`src/hw/rcg_pkg.sv`:
```
// Package of constants for the remote input command gate.
// Assumes a single 10 MHz clock domain and AXI4-Lite register access.
package rcg_pkg;
  // ****************************************************************
  // Register map (byte addresses).
  // ****************************************************************
  localparam logic [7:0] ADDR_CTRL = 8'h00;
  localparam logic [7:0] ADDR_MAP_LO = 8'h04;
  localparam logic [7:0] ADDR_MAP_HI = 8'h08;
  localparam logic [7:0] ADDR_STATUS = 8'h0C;
  localparam logic [7:0] ADDR_IRQ_STAT = 8'h10;
  localparam logic [7:0] ADDR_IRQ_MASK = 8'h14;
  localparam logic [7:0] ADDR_PROGRAM = 8'h18;
  // ****************************************************************
  // Control register fields.
  // ****************************************************************
  localparam int CTRL_REMOTE_BIT = 0;
  localparam int CTRL_VIO_BIT = 1;
  localparam int CTRL_MAPPED_BIT = 2;
  localparam logic [2:0] CTRL_RESET = 3'h0;
  // ****************************************************************
  // Function slots and default input numbers.
  // ****************************************************************
  localparam int NUM_GEN_IN = 24;
  localparam int NUM_FUNC = 13;
  localparam int IDX_W = 5;
  localparam logic [4:0] UNSET = 5'h1F;
  localparam int F_START = 0;
  localparam int F_SEL0 = 1;
  localparam int F_STOP = 7;
  localparam int F_PAUSE = 8;
  localparam int F_CONT = 9;
  localparam int F_RESET = 10;
  localparam int F_FLP = 11;
  localparam int F_SPARE = 12;
  localparam int NUM_SEL = 6;
  localparam int MAP_LO_SLOTS = 6;
  localparam logic [64:0] MAP_DEFAULT = {
    5'h1F, 5'h1F, 5'h07, 5'h06, 5'h05, 5'h04,
    5'h1F, 5'h1F, 5'h1F, 5'h03, 5'h02, 5'h01, 5'h00};
  // ****************************************************************
  // Interrupt events.
  // ****************************************************************
  localparam int NUM_EV = 6;
  localparam int EV_START = 0;
  localparam int EV_STOP = 1;
  localparam int EV_PAUSE = 2;
  localparam int EV_CONT = 3;
  localparam int EV_RESET = 4;
  localparam int EV_FLP = 5;
  localparam logic [1:0] RESP_OKAY = 2'h0;
  localparam logic [1:0] RESP_SLVERR = 2'h2;
endpackage : rcg_pkg

```
`src/hw/rcg_sync.sv`:
```
// Two-flop synchroniser with rising-edge detect, one per bit.
// Assumes inputs come from outside the clock domain.
`timescale 1ns/1ps
`default_nettype none
module rcg_sync #(
  parameter int W = 24
) (
  input wire logic clk_in,
  input wire logic nrst_in,
  input wire logic ce_in,
  input wire logic [W-1:0] async_in,
  output logic [W-1:0] level_out,
  output logic [W-1:0] rise_out
);
  logic [W-1:0] meta;
  logic [W-1:0] sync;
  logic [W-1:0] prev;
  always_ff @(posedge clk_in or negedge nrst_in) begin
    if (!nrst_in) begin
      meta <= '0;
      sync <= '0;
      prev <= '0;
    end else if (ce_in) begin
      meta <= async_in;
      sync <= meta;
      prev <= sync;
    end
  end
  assign level_out = sync;
  assign rise_out = sync & ~prev;
endmodule : rcg_sync
`default_nettype wire

```
`src/hw/rcg_gate.sv`:
```
// Remote input command gate: maps general inputs onto remote functions,
// judges each onset against controller status and issues command pulses.
// Assumes status inputs are synchronous to clk_in; general inputs are not.
`timescale 1ns/1ps
`default_nettype none
module rcg_gate
  import rcg_pkg::*;
(
  input wire logic clk_in,
  input wire logic nrst_in,
  input wire logic ce_in,
  input wire logic [NUM_GEN_IN-1:0] gen_in,
  input wire logic ready_in,
  input wire logic running_in,
  input wire logic paused_in,
  input wire logic error_in,
  input wire logic emergency_stop_active_in,
  input wire logic emergency_stop_released_in,
  input wire logic guard_open_status_in,
  input wire logic [31:0] s_axi_awaddr,
  input wire logic s_axi_awvalid,
  output logic s_axi_awready,
  input wire logic [31:0] s_axi_wdata,
  input wire logic [3:0] s_axi_wstrb,
  input wire logic s_axi_wvalid,
  output logic s_axi_wready,
  output logic [1:0] s_axi_bresp,
  output logic s_axi_bvalid,
  input wire logic s_axi_bready,
  input wire logic [31:0] s_axi_araddr,
  input wire logic s_axi_arvalid,
  output logic s_axi_arready,
  output logic [31:0] s_axi_rdata,
  output logic [1:0] s_axi_rresp,
  output logic s_axi_rvalid,
  input wire logic s_axi_rready,
  output logic remote_auto_status_out,
  output logic start_cmd_out,
  output logic [5:0] program_number_out,
  output logic stop_cmd_out,
  output logic pause_cmd_out,
  output logic continue_cmd_out,
  output logic reset_cmd_out,
  output logic forced_low_power_input_out,
  output logic irq_out
);
  // ****************************************************************
  // Input synchronisation.
  // ****************************************************************
  logic [NUM_GEN_IN-1:0] lvl;
  logic [NUM_GEN_IN-1:0] rise;
  rcg_sync #(.W(NUM_GEN_IN)) u_sync (
    .clk_in(clk_in),
    .nrst_in(nrst_in),
    .ce_in(ce_in),
    .async_in(gen_in),
    .level_out(lvl),
    .rise_out(rise)
  );

  // ****************************************************************
  // Registers.
  // ****************************************************************
  logic [2:0] ctrl;
  logic [64:0] map;
  logic [NUM_EV-1:0] irq_stat;
  logic [NUM_EV-1:0] irq_mask;
  logic [2:0] next_ctrl;
  logic [64:0] next_map;
  logic [NUM_EV-1:0] next_irq_stat;
  logic [NUM_EV-1:0] next_irq_mask;

  // Returns the input number held for one function slot.
  function automatic logic [IDX_W-1:0] slot_idx(input logic [64:0] m, input int f);
    slot_idx = m[f*IDX_W +: IDX_W];
  endfunction : slot_idx

  // Picks a synchronised bit by input number; unset numbers read low.
  function automatic logic pick(input logic [NUM_GEN_IN-1:0] v, input logic [IDX_W-1:0] i);
    pick = (i < IDX_W'(NUM_GEN_IN)) ? v[i] : 1'b0;
  endfunction : pick

  // ****************************************************************
  // Function decode.
  // ****************************************************************
  logic [NUM_FUNC-1:0] f_lvl;
  logic [NUM_FUNC-1:0] f_rise;
  genvar g;
  generate
    for (g = 0; g < NUM_FUNC; g++) begin : g_fn
      assign f_lvl[g] = pick(lvl, slot_idx(map, g));
      assign f_rise[g] = pick(rise, slot_idx(map, g));
    end
  endgenerate

  logic auto_on;
  logic ok_start;
  logic ok_stop;
  logic ok_pause;
  logic ok_cont;
  logic ok_reset;
  // Auto mode needs remote selected, functions mapped and virtual I/O on.
  assign auto_on = ctrl[CTRL_REMOTE_BIT] & ctrl[CTRL_MAPPED_BIT]
                 & ctrl[CTRL_VIO_BIT];
  assign ok_start = auto_on & ~error_in & ready_in & ~emergency_stop_active_in
                  & ~guard_open_status_in & emergency_stop_released_in
                  & ~f_lvl[F_PAUSE] & ~f_lvl[F_STOP];
  assign ok_stop = auto_on & ~error_in;
  assign ok_pause = auto_on & ~error_in & running_in;
  assign ok_cont = auto_on & ~error_in & paused_in
                 & ~f_lvl[F_PAUSE] & ~f_lvl[F_STOP];
  assign ok_reset = auto_on & ready_in;

  logic next_start;
  logic next_stop;
  logic next_pause;
  logic next_cont;
  logic next_reset;
  logic next_flp;
  logic [5:0] next_prog;
  always_comb begin
    next_start = f_rise[F_START] & ok_start;
    next_stop = f_rise[F_STOP] & ok_stop;
    next_pause = f_rise[F_PAUSE] & ok_pause;
    next_cont = f_rise[F_CONT] & ok_cont;
    next_reset = f_rise[F_RESET] & ok_reset;
    next_flp = f_lvl[F_FLP];
    next_prog = program_number_out;
    if (next_start) begin
      next_prog = f_lvl[F_SEL0 +: NUM_SEL];
    end
  end

  always_ff @(posedge clk_in or negedge nrst_in) begin
    if (!nrst_in) begin
      start_cmd_out <= 1'b0;
      stop_cmd_out <= 1'b0;
      pause_cmd_out <= 1'b0;
      continue_cmd_out <= 1'b0;
      reset_cmd_out <= 1'b0;
      forced_low_power_input_out <= 1'b0;
      program_number_out <= 6'h00;
      remote_auto_status_out <= 1'b0;
    end else if (ce_in) begin
      start_cmd_out <= next_start;
      stop_cmd_out <= next_stop;
      pause_cmd_out <= next_pause;
      continue_cmd_out <= next_cont;
      reset_cmd_out <= next_reset;
      forced_low_power_input_out <= next_flp;
      program_number_out <= next_prog;
      remote_auto_status_out <= auto_on;
    end
  end

  // ****************************************************************
  // AXI4-Lite slave.
  // ****************************************************************
  logic aw_held;
  logic w_held;
  logic [7:0] aw_addr;
  logic [31:0] w_data;
  logic [3:0] w_strb;
  logic next_aw_held;
  logic next_w_held;
  logic [7:0] next_aw_addr;
  logic [31:0] next_w_data;
  logic [3:0] next_w_strb;
  logic next_bvalid;
  logic [1:0] next_bresp;
  logic next_rvalid;
  logic [1:0] next_rresp;
  logic [31:0] next_rdata;
  logic wr_go;
  logic [31:0] wmask;
  logic [NUM_EV-1:0] events;

  // Nothing is taken while the clock enable freezes the state.
  assign s_axi_awready = ce_in & ~aw_held & ~s_axi_bvalid;
  assign s_axi_wready = ce_in & ~w_held & ~s_axi_bvalid;
  assign s_axi_arready = ce_in & ~s_axi_rvalid;
  assign wr_go = aw_held & w_held & ~s_axi_bvalid;
  assign wmask = {{8{w_strb[3]}}, {8{w_strb[2]}}, {8{w_strb[1]}}, {8{w_strb[0]}}};
  assign events = {next_flp & ~forced_low_power_input_out, next_reset, next_cont,
                   next_pause, next_stop, next_start};

  always_comb begin
    next_aw_held = aw_held;
    next_w_held = w_held;
    next_aw_addr = aw_addr;
    next_w_data = w_data;
    next_w_strb = w_strb;
    next_bvalid = s_axi_bvalid & ~s_axi_bready;
    next_bresp = s_axi_bresp;
    next_ctrl = ctrl;
    next_map = map;
    next_irq_mask = irq_mask;
    next_irq_stat = irq_stat;
    if (s_axi_awvalid && s_axi_awready) begin
      next_aw_held = 1'b1;
      next_aw_addr = s_axi_awaddr[7:0];
    end
    if (s_axi_wvalid && s_axi_wready) begin
      next_w_held = 1'b1;
      next_w_data = s_axi_wdata;
      next_w_strb = s_axi_wstrb;
    end
    if (wr_go) begin
      next_aw_held = 1'b0;
      next_w_held = 1'b0;
      next_bvalid = 1'b1;
      next_bresp = RESP_OKAY;
      case (aw_addr)
        ADDR_CTRL: next_ctrl = ((ctrl & ~wmask[2:0]) | (w_data[2:0] & wmask[2:0]));
        ADDR_MAP_LO: next_map[29:0] = (map[29:0] & ~wmask[29:0]) | (w_data[29:0] & wmask[29:0]);
        // The spare slot above bit 59 is not writable and stays unassigned.
        ADDR_MAP_HI: next_map[59:30] = (map[59:30] & ~wmask[29:0]) | (w_data[29:0] & wmask[29:0]);
        ADDR_IRQ_STAT: next_irq_stat = irq_stat & ~(w_data[NUM_EV-1:0] & wmask[NUM_EV-1:0]);
        ADDR_IRQ_MASK: next_irq_mask = (irq_mask & ~wmask[NUM_EV-1:0])
                                     | (w_data[NUM_EV-1:0] & wmask[NUM_EV-1:0]);
        ADDR_STATUS, ADDR_PROGRAM: next_bresp = RESP_OKAY;
        default: next_bresp = RESP_SLVERR;
      endcase
    end
    // Set wins over a clear in the same cycle.
    next_irq_stat = next_irq_stat | events;
  end

  always_comb begin
    next_rvalid = s_axi_rvalid & ~s_axi_rready;
    next_rdata = s_axi_rdata;
    next_rresp = s_axi_rresp;
    if (s_axi_arvalid && s_axi_arready) begin
      next_rvalid = 1'b1;
      next_rresp = RESP_OKAY;
      next_rdata = 32'h0000_0000;
      case (s_axi_araddr[7:0])
        ADDR_CTRL: next_rdata[2:0] = ctrl;
        ADDR_MAP_LO: next_rdata[29:0] = map[29:0];
        ADDR_MAP_HI: next_rdata[29:0] = map[59:30];
        ADDR_STATUS: next_rdata = {{24{1'b0}}, lvl[7:0]} | {23'h0, remote_auto_status_out, 8'h00};
        ADDR_IRQ_STAT: next_rdata[NUM_EV-1:0] = irq_stat;
        ADDR_IRQ_MASK: next_rdata[NUM_EV-1:0] = irq_mask;
        ADDR_PROGRAM: next_rdata[5:0] = program_number_out;
        default: next_rresp = RESP_SLVERR;
      endcase
    end
  end

  always_ff @(posedge clk_in or negedge nrst_in) begin
    if (!nrst_in) begin
      aw_held <= 1'b0;
      w_held <= 1'b0;
      aw_addr <= 8'h00;
      w_data <= 32'h0000_0000;
      w_strb <= 4'h0;
      s_axi_bvalid <= 1'b0;
      s_axi_bresp <= RESP_OKAY;
      s_axi_rvalid <= 1'b0;
      s_axi_rresp <= RESP_OKAY;
      s_axi_rdata <= 32'h0000_0000;
      ctrl <= CTRL_RESET;
      map <= MAP_DEFAULT;
      irq_stat <= '0;
      irq_mask <= '0;
    end else if (ce_in) begin
      aw_held <= next_aw_held;
      w_held <= next_w_held;
      aw_addr <= next_aw_addr;
      w_data <= next_w_data;
      w_strb <= next_w_strb;
      s_axi_bvalid <= next_bvalid;
      s_axi_bresp <= next_bresp;
      s_axi_rvalid <= next_rvalid;
      s_axi_rresp <= next_rresp;
      s_axi_rdata <= next_rdata;
      ctrl <= next_ctrl;
      map <= next_map;
      irq_stat <= next_irq_stat;
      irq_mask <= next_irq_mask;
    end
  end

  assign irq_out = |(irq_stat & irq_mask);

  // ****************************************************************
  // Assertions.
  // ****************************************************************
  property p_start_gate;
    @(posedge clk_in) disable iff (!nrst_in)
    ce_in && $rose(start_cmd_out) |-> $past(ok_start) && !$past(error_in);
  endproperty
  a_start_gate: assert property (p_start_gate) else $error("start without condition");
  property p_stop_err;
    @(posedge clk_in) disable iff (!nrst_in)
    stop_cmd_out |-> $past(auto_on) && !$past(error_in);
  endproperty
  a_stop_err: assert property (p_stop_err) else $error("stop during error");
  property p_pause_run;
    @(posedge clk_in) disable iff (!nrst_in)
    pause_cmd_out |-> $past(running_in);
  endproperty
  a_pause_run: assert property (p_pause_run) else $error("pause while not running");
  property p_cont_cond;
    @(posedge clk_in) disable iff (!nrst_in)
    continue_cmd_out |-> $past(paused_in) && !$past(f_lvl[F_PAUSE]);
  endproperty
  a_cont_cond: assert property (p_cont_cond) else $error("continue gated wrong");
  property p_reset_ready;
    @(posedge clk_in) disable iff (!nrst_in)
    reset_cmd_out |-> $past(ready_in) && $past(auto_on);
  endproperty
  a_reset_ready: assert property (p_reset_ready) else $error("reset while not ready");
  property p_one_pulse;
    @(posedge clk_in) disable iff (!nrst_in)
    ce_in && start_cmd_out ##1 ce_in |-> !start_cmd_out;
  endproperty
  a_one_pulse: assert property (p_one_pulse) else $error("start pulse too long");
  property p_auto;
    @(posedge clk_in) disable iff (!nrst_in)
    ce_in && auto_on |=> remote_auto_status_out;
  endproperty
  a_auto: assert property (p_auto) else $error("auto status missing");
  property p_prog;
    @(posedge clk_in) disable iff (!nrst_in)
    ce_in && next_start |=> program_number_out == $past(f_lvl[F_SEL0 +: NUM_SEL]);
  endproperty
  a_prog: assert property (p_prog) else $error("program number wrong");
  property p_flp_follow;
    @(posedge clk_in) disable iff (!nrst_in)
    ce_in |=> forced_low_power_input_out == $past(f_lvl[F_FLP]);
  endproperty
  a_flp_follow: assert property (p_flp_follow) else $error("forced low power not followed");
endmodule : rcg_gate
`default_nettype wire

```
`config.mk`:
```
export PLATFORM = sky130hd
export DESIGN_NAME = rcg_gate
export DESIGN_NICKNAME = d
export VERILOG_FILES = /design/src/hw/rcg_pkg.sv /design/src/hw/rcg_sync.sv /design/src/hw/rcg_gate.sv
export SDC_FILE = /design/constraint.sdc
export NUM_CORES = 1
export LEC_CHECK = 0
export BUFFER_PORTS_ARGS = -buffer_cell sky130_fd_sc_hd__buf_2
export CAP_MARGIN = 5
export CORE_ASPECT_RATIO = 1.1
export CORE_UTILIZATION = 40
export DETAILED_ROUTE_END_ITERATION = 7
export PLACE_DENSITY = 0.6
export REMOVE_ABC_BUFFERS = 1
export SLEW_MARGIN = 20
export SYNTH_ARGS = -nofsm -noshare
export SYNTH_HDL_FRONTEND = slang
export SYNTH_SLANG_ARGS = --single-unit
```
`constraint.sdc`:
```
create_clock -name clk_in -period 3.05 [get_ports clk_in]
set_input_delay 0.61 -clock clk_in [delete_from_list [all_inputs] [get_ports clk_in]]
set_output_delay 0.61 -clock clk_in [all_outputs]
set_load 0.05 [all_outputs]
```
## Word level (Yosys, flattened, before mapping)

Index checks and enable logic that the tools add are counted.
Widths: inputs -> output; s select.

- Order comparisons: 24
- Divide/modulo/power cells: 0
- Bitwise gates (word level): 62
- Add/sub/neg operators: 0
- Reductions and logical operators: 21
- Shift-type cells: 0
- Muxes and demuxes: 55
- Equality and inequality tests: 12
- Multiply operators: 0

Operators with widths:

| operator | count |
|---|---|
| $and 30x30->30 | 3 |
| $lt 5x6->1 const B | 12 |
| $pmux 24 s3 | 1 |
| $bmux 1 s5 | 14 |
| $lt 5x5->1 const B | 12 |
| $or 30x30->30 | 2 |
| $eq 8x5->1 const B | 6 |
| $mux 1 | 34 |
| $eq 8x4->1 const B | 4 |
| $not 30->30 | 1 |
| $and 1x1->1 | 29 |
| $and 24x24->24 | 1 |
| $and 6x6->6 | 4 |
| $not 24->24 | 1 |
| $pmux 3 s7 | 1 |
| $pmux 3 s6 | 1 |
| $eq 8x3->1 const B | 2 |
| $logic_not 8->1 | 2 |
| $reduce_and 2->1 | 7 |
| $reduce_or 7->1 | 2 |
| $mux 6 | 2 |
| $not 1->1 | 12 |
| $not 6->6 | 2 |
| $or 6x6->6 | 2 |
| other kinds (9) | 17 |

- Bits in latches: 0
- Flip-flop bits (word level): 242
- Input bits: 139
- Output and inout port bits: 55
- Memory bits (read-only): 0
- Memories: 0
- Memory bits (writable): 0

## Longest topological paths before layout

- Depth after elaboration: 11
- Mapped depth: 8
- Depth with buffers taken out: 6

## By module

Synthesis repeated with hierarchy kept, for this count alone.

- Cells, all modules: 936
- Area total of the unflattened synthesis: 12919.9 um2

By module, submodules not included:

| module | sequential area each (um2) | cells each | instances | area an instance (um2) |
|---|---|---|---|---|
| rcg_gate | 4194.0 | 760 | 1 | 9743.1 |
| rcg_sync | 1801.7 | 176 | 1 | 3176.8 |

## Worst setup path before layout

OpenSTA, ideal clock, no wires.

- Path type: input -> register
- Start point: in ce_in
- End point: reg w_data[12]
- Arrival time: 2.698 ns
- Buffers on the path: 3
- Setup slack: 0.228 ns
- Stages on the path: 7
- Cell sequence: buf_2 > nand2b_1 > nor2_1 > and2_1 > clkbuf_1 > buf_1 > mux2_2

- Cells in the longest elaborated chain, start to end: 4

RTL lines:

| what | RTL line | source |
|---|---|---|
| from (decl) | rcg_gate.sv:11 | `input wire logic ce_in,` |
| $and 1x1->1 (2 in series) | rcg_gate.sv:180 | `assign s_axi_wready = ce_in & ~w_held & ~s_axi_bvalid;` |
| named net s_axi_wready | rcg_gate.sv:26 | `output logic s_axi_wready,` |
| $logic_and 1x1->1 | rcg_gate.sv:203 | `if (s_axi_wvalid && s_axi_wready) begin` |
| $reduce_and 2->1 (no line) | -- |  |
| to (signal assigned) | rcg_gate.sv:270 | `w_data <= next_w_data;` |
| to (decl) | rcg_gate.sv:162 | `logic [31:0] w_data;` |

The timed path passes the listed nets, and every way through them passes these cells.
A chain may end at the register's enable or synchronous reset.

## Worst setup path in the final report

- Start point: reg u_sync.sync[14] (netlist: u_sync.level_out[14])
- End point: reg program_number_out[4]

- Cells in the longest elaborated chain, start to end: 8
- Elaborated cells between the ends (all ways): 19

RTL lines:

| what | RTL line | source |
|---|---|---|
| from (decl) | rcg_sync.sv:16 | `logic [W-1:0] sync;` |
| from (signal assigned) | rcg_sync.sv:25 | `sync <= meta;` |
| $bmux 1 s5 | rcg_gate.sv:80 | `pick = (i < IDX_W'(NUM_GEN_IN)) ? v[i] : 1'b0;` |
| $mux 1 (not written as such) | rcg_gate.sv:80 |  |
| $mux 1 | rcg_gate.sv:80 |  |
| $not 1->1 | rcg_gate.sv:107 | `& ~f_lvl[F_PAUSE] & ~f_lvl[F_STOP];` |
| $and 1x1->1 (2 in series) | rcg_gate.sv:107 |  |
| $and 1x1->1 | rcg_gate.sv:122 | `next_start = f_rise[F_START] & ok_start;` |
| $reduce_and 2->1 (no line) | -- |  |
| to (signal assigned) | rcg_gate.sv:151 | `program_number_out <= next_prog;` |
| to (decl) | rcg_gate.sv:39 | `output logic [5:0] program_number_out,` |

Several ways; a longest one is shown, not always the timed one. The select of a mux whose other input is x is not followed.

==> results.cfg <==
[sta]
period_share = 0.8723
clock.fmax_mhz = 375.8
worst_slack_ns = 0.3894
final-setup-viol-count = 0
whs_ns = 0.01874
period_needed_ns = 2.661
hold_violations = 0
fin_worst_skew_ns = 0.01702
finalMaxSlewViolations = 0
worst_slew_pin_slew_ns = 0.6538
relSlewSlack = 0.5642
grt_setup_unrepaired = false

[die]
fp.dieW_um = 172.3
design.die.area_um2 = 32630
core.rowCount = 68
io_pins = 194
core_um2 = 31400
dieHeight_um = 189.4
initial_utilization = 0.4065

[pwr]
p_sw_frac = 0.2904
internal_power_mw = 7.006
p_clk_frac = 0.354
fin_total_pwr_mw = 9.874
p_switching_mw = 2.867
leakage_nw = 6.280
seq_power_share = 0.445
p_per_area_nw_per_um2 = 661.0
ir_drop_uv = 409.4
pwr-share-comb = 0.200

[final_layout]
antenna_cells = 0
final_cells = 1532
area_growth_pct = 17.04
seqCellArea_um2 = 5996
mostFrequentLayoutCells = dfrtp_1 (206), mux2_2 (205), buf_2 (137), mux4_2 (74), nand2_1 (68)
design_area_um2 = 14940
multi_input_area_um2 = 6300
final_common_cell = dfrtp_1
nets = 1231
final.fill_count = 2858
drive_gt1_frac = 0.4982

[placed_design]
place_area_um2 = 13980
gp_congestion = 0.8499
numPortBuffers = 139
hpwlAfterDp_um = 24900
dp.cells = 1483
post-place-ws_ns = 0.3431

[global_routing]
grt_pass1_wl_um = 53920
grt_pass1_vias = 8998
grt_usage = 0.2198
gr-total-overflow = 0
antenna_found_initial = 1
grt_max_degree = 61

[synth]
synth_edf_count = 0
synth_top_area_frac = 0.4039
ys.flop_type = dfrtp_1
synth_area_leaders = dfrtp_1 (40%), mux2_2 (18%), mux4_2 (13%)
ys_ff_latch = 238
syn_inst = 964
synth.avg_cell_area_um2 = 13.24
async_flop_share = 1.000
synth_cell_type_count = 58
yosysWarnings = 0
syn_area_um2 = 12760
yosys.area.top_type = dfrtp_1
ys_seq_area_frac = 0.4698

[status]
outcome = complete, no violations

[critical_path]
r2r_cells = 6
cp_max_fo = 12
crit_path_end_kind = flip-flop
critPathArrivalTime_ns = 3.06
startpoint_type = flip-flop
worst-setup-path-type = reg -> reg
reg2reg_slack_ns = 0.39
critPathRequiredTime_ns = 3.45

[clock_tree]
ctsLongestPathBuffers = 3
h-tree-depth = 1
clk_pin_slew_ns = 0.06
numCtsBuffers = 27
cts-root-buf = clkbuf_16
cts_tree = built
cts_resized = 0
clkSinkCount = 238
cts_setup_buffers = 0
cts_hold_buf = 0
clkLatencyLatePin_ns = 0.53

[drt]
dr.pass1.iters = 4
wl_per_cell_um = 22.56
routed_wirelength_um = 34570
ant_nets = 0
drtIter0Drc = 486
route.detailed.drc = 0
via_count = 8692
via_per_inst = 5.674

[hold_path]
hold_path.class = in -> async

[flow_run]
max_cap_viol_count = 0
-- critical path: stages, from the launching register on --
cell and delay [ns]:
dfrtp_1 0.66, nand2b_1 0.24, mux4_2 0.52, a21o_1 0.19, o21ai_1 0.20, nand4_4 0.31
mux2_1 0.41
-- through the flow --
step	setup TNS, ns	util
global placement	0	0.4452
detailed placement	0	0.4452
floorplan	-3.944	-
finish	0	0.4758
CTS	0	0.4758
global route	0	0.4758
-- per-layer routing --
metal | global-route usage | vias to the layer above | share of wire
met2 | 0.3618 | 299 | 0.49
li1 | - | 3853 | -
met1 | 0.2884 | 4467 | 0.42
met3 | 0.03951 | 71 | 0.060
met5 | 0 | - | 0.00038
met4 | 0.07965 | 2 | 0.035
-- power by group through the flow --
stage	Combinational, mW	Clock (mW)	Sequential [mW]
final	1.98	3.50	4.39
after detailed placement	1.98	0	4.45
after floorplan	1.29	0	4.24
after global routing	2.14	3.72	4.48
after global placement	1.94	0	4.43
after CTS	1.99	3.58	4.40
-- Yosys cell counts, drive strengths merged (7+ instances only) --
cell type    n
mux2       210
dfrtp      206
mux4        81
nand2       68
clkbuf      65
o21ai       40
mux2i       38
dfstp       32
nor2        32
a22oi       30
buf         27
nand2b      22
nor2b       16
inv          9
nand3b       7
nand4        7
-- worst paths after layout --
check | startpoint | end
setup / recovery | u_sync.level_out[14] | program_number_out[4]
hold / removal | nrst_in | s_axi_rdata[18]
setup reg to reg | u_sync.level_out[14] | program_number_out[4]
hold reg to reg | s_axi_rdata[3] | s_axi_rdata[3]
max in group asynchronous | nrst_in | s_axi_rdata[0]
min in group clk_in | s_axi_wdata[20] | w_data[20]
-- layout make-up --
type	instances	area share
Clock buffer	33	0.04808
Clock inverter	16	0.01633
Inverter	9	0.002261
Multi-Input combinational cell	627	0.4217
Sequential cell	238	0.4014
Tap cell	420	0.03518
Timing Repair Buffer	189	0.07505
-- kinds of logic (layout without fill, tap and decap cells) --
family,Yosys count,in the layout,share of synthesized area
muxes,329,329,0.3601
DFF,238,238,0.4698
and+or+nand+nor,182,182,0.07264
AOI/OAI and AO/OA,112,112,0.05872
buffers and inverters,102,247,0.03852
other,1,4,0.0002938
Note: power is estimated with default switching activity, not from simulation.
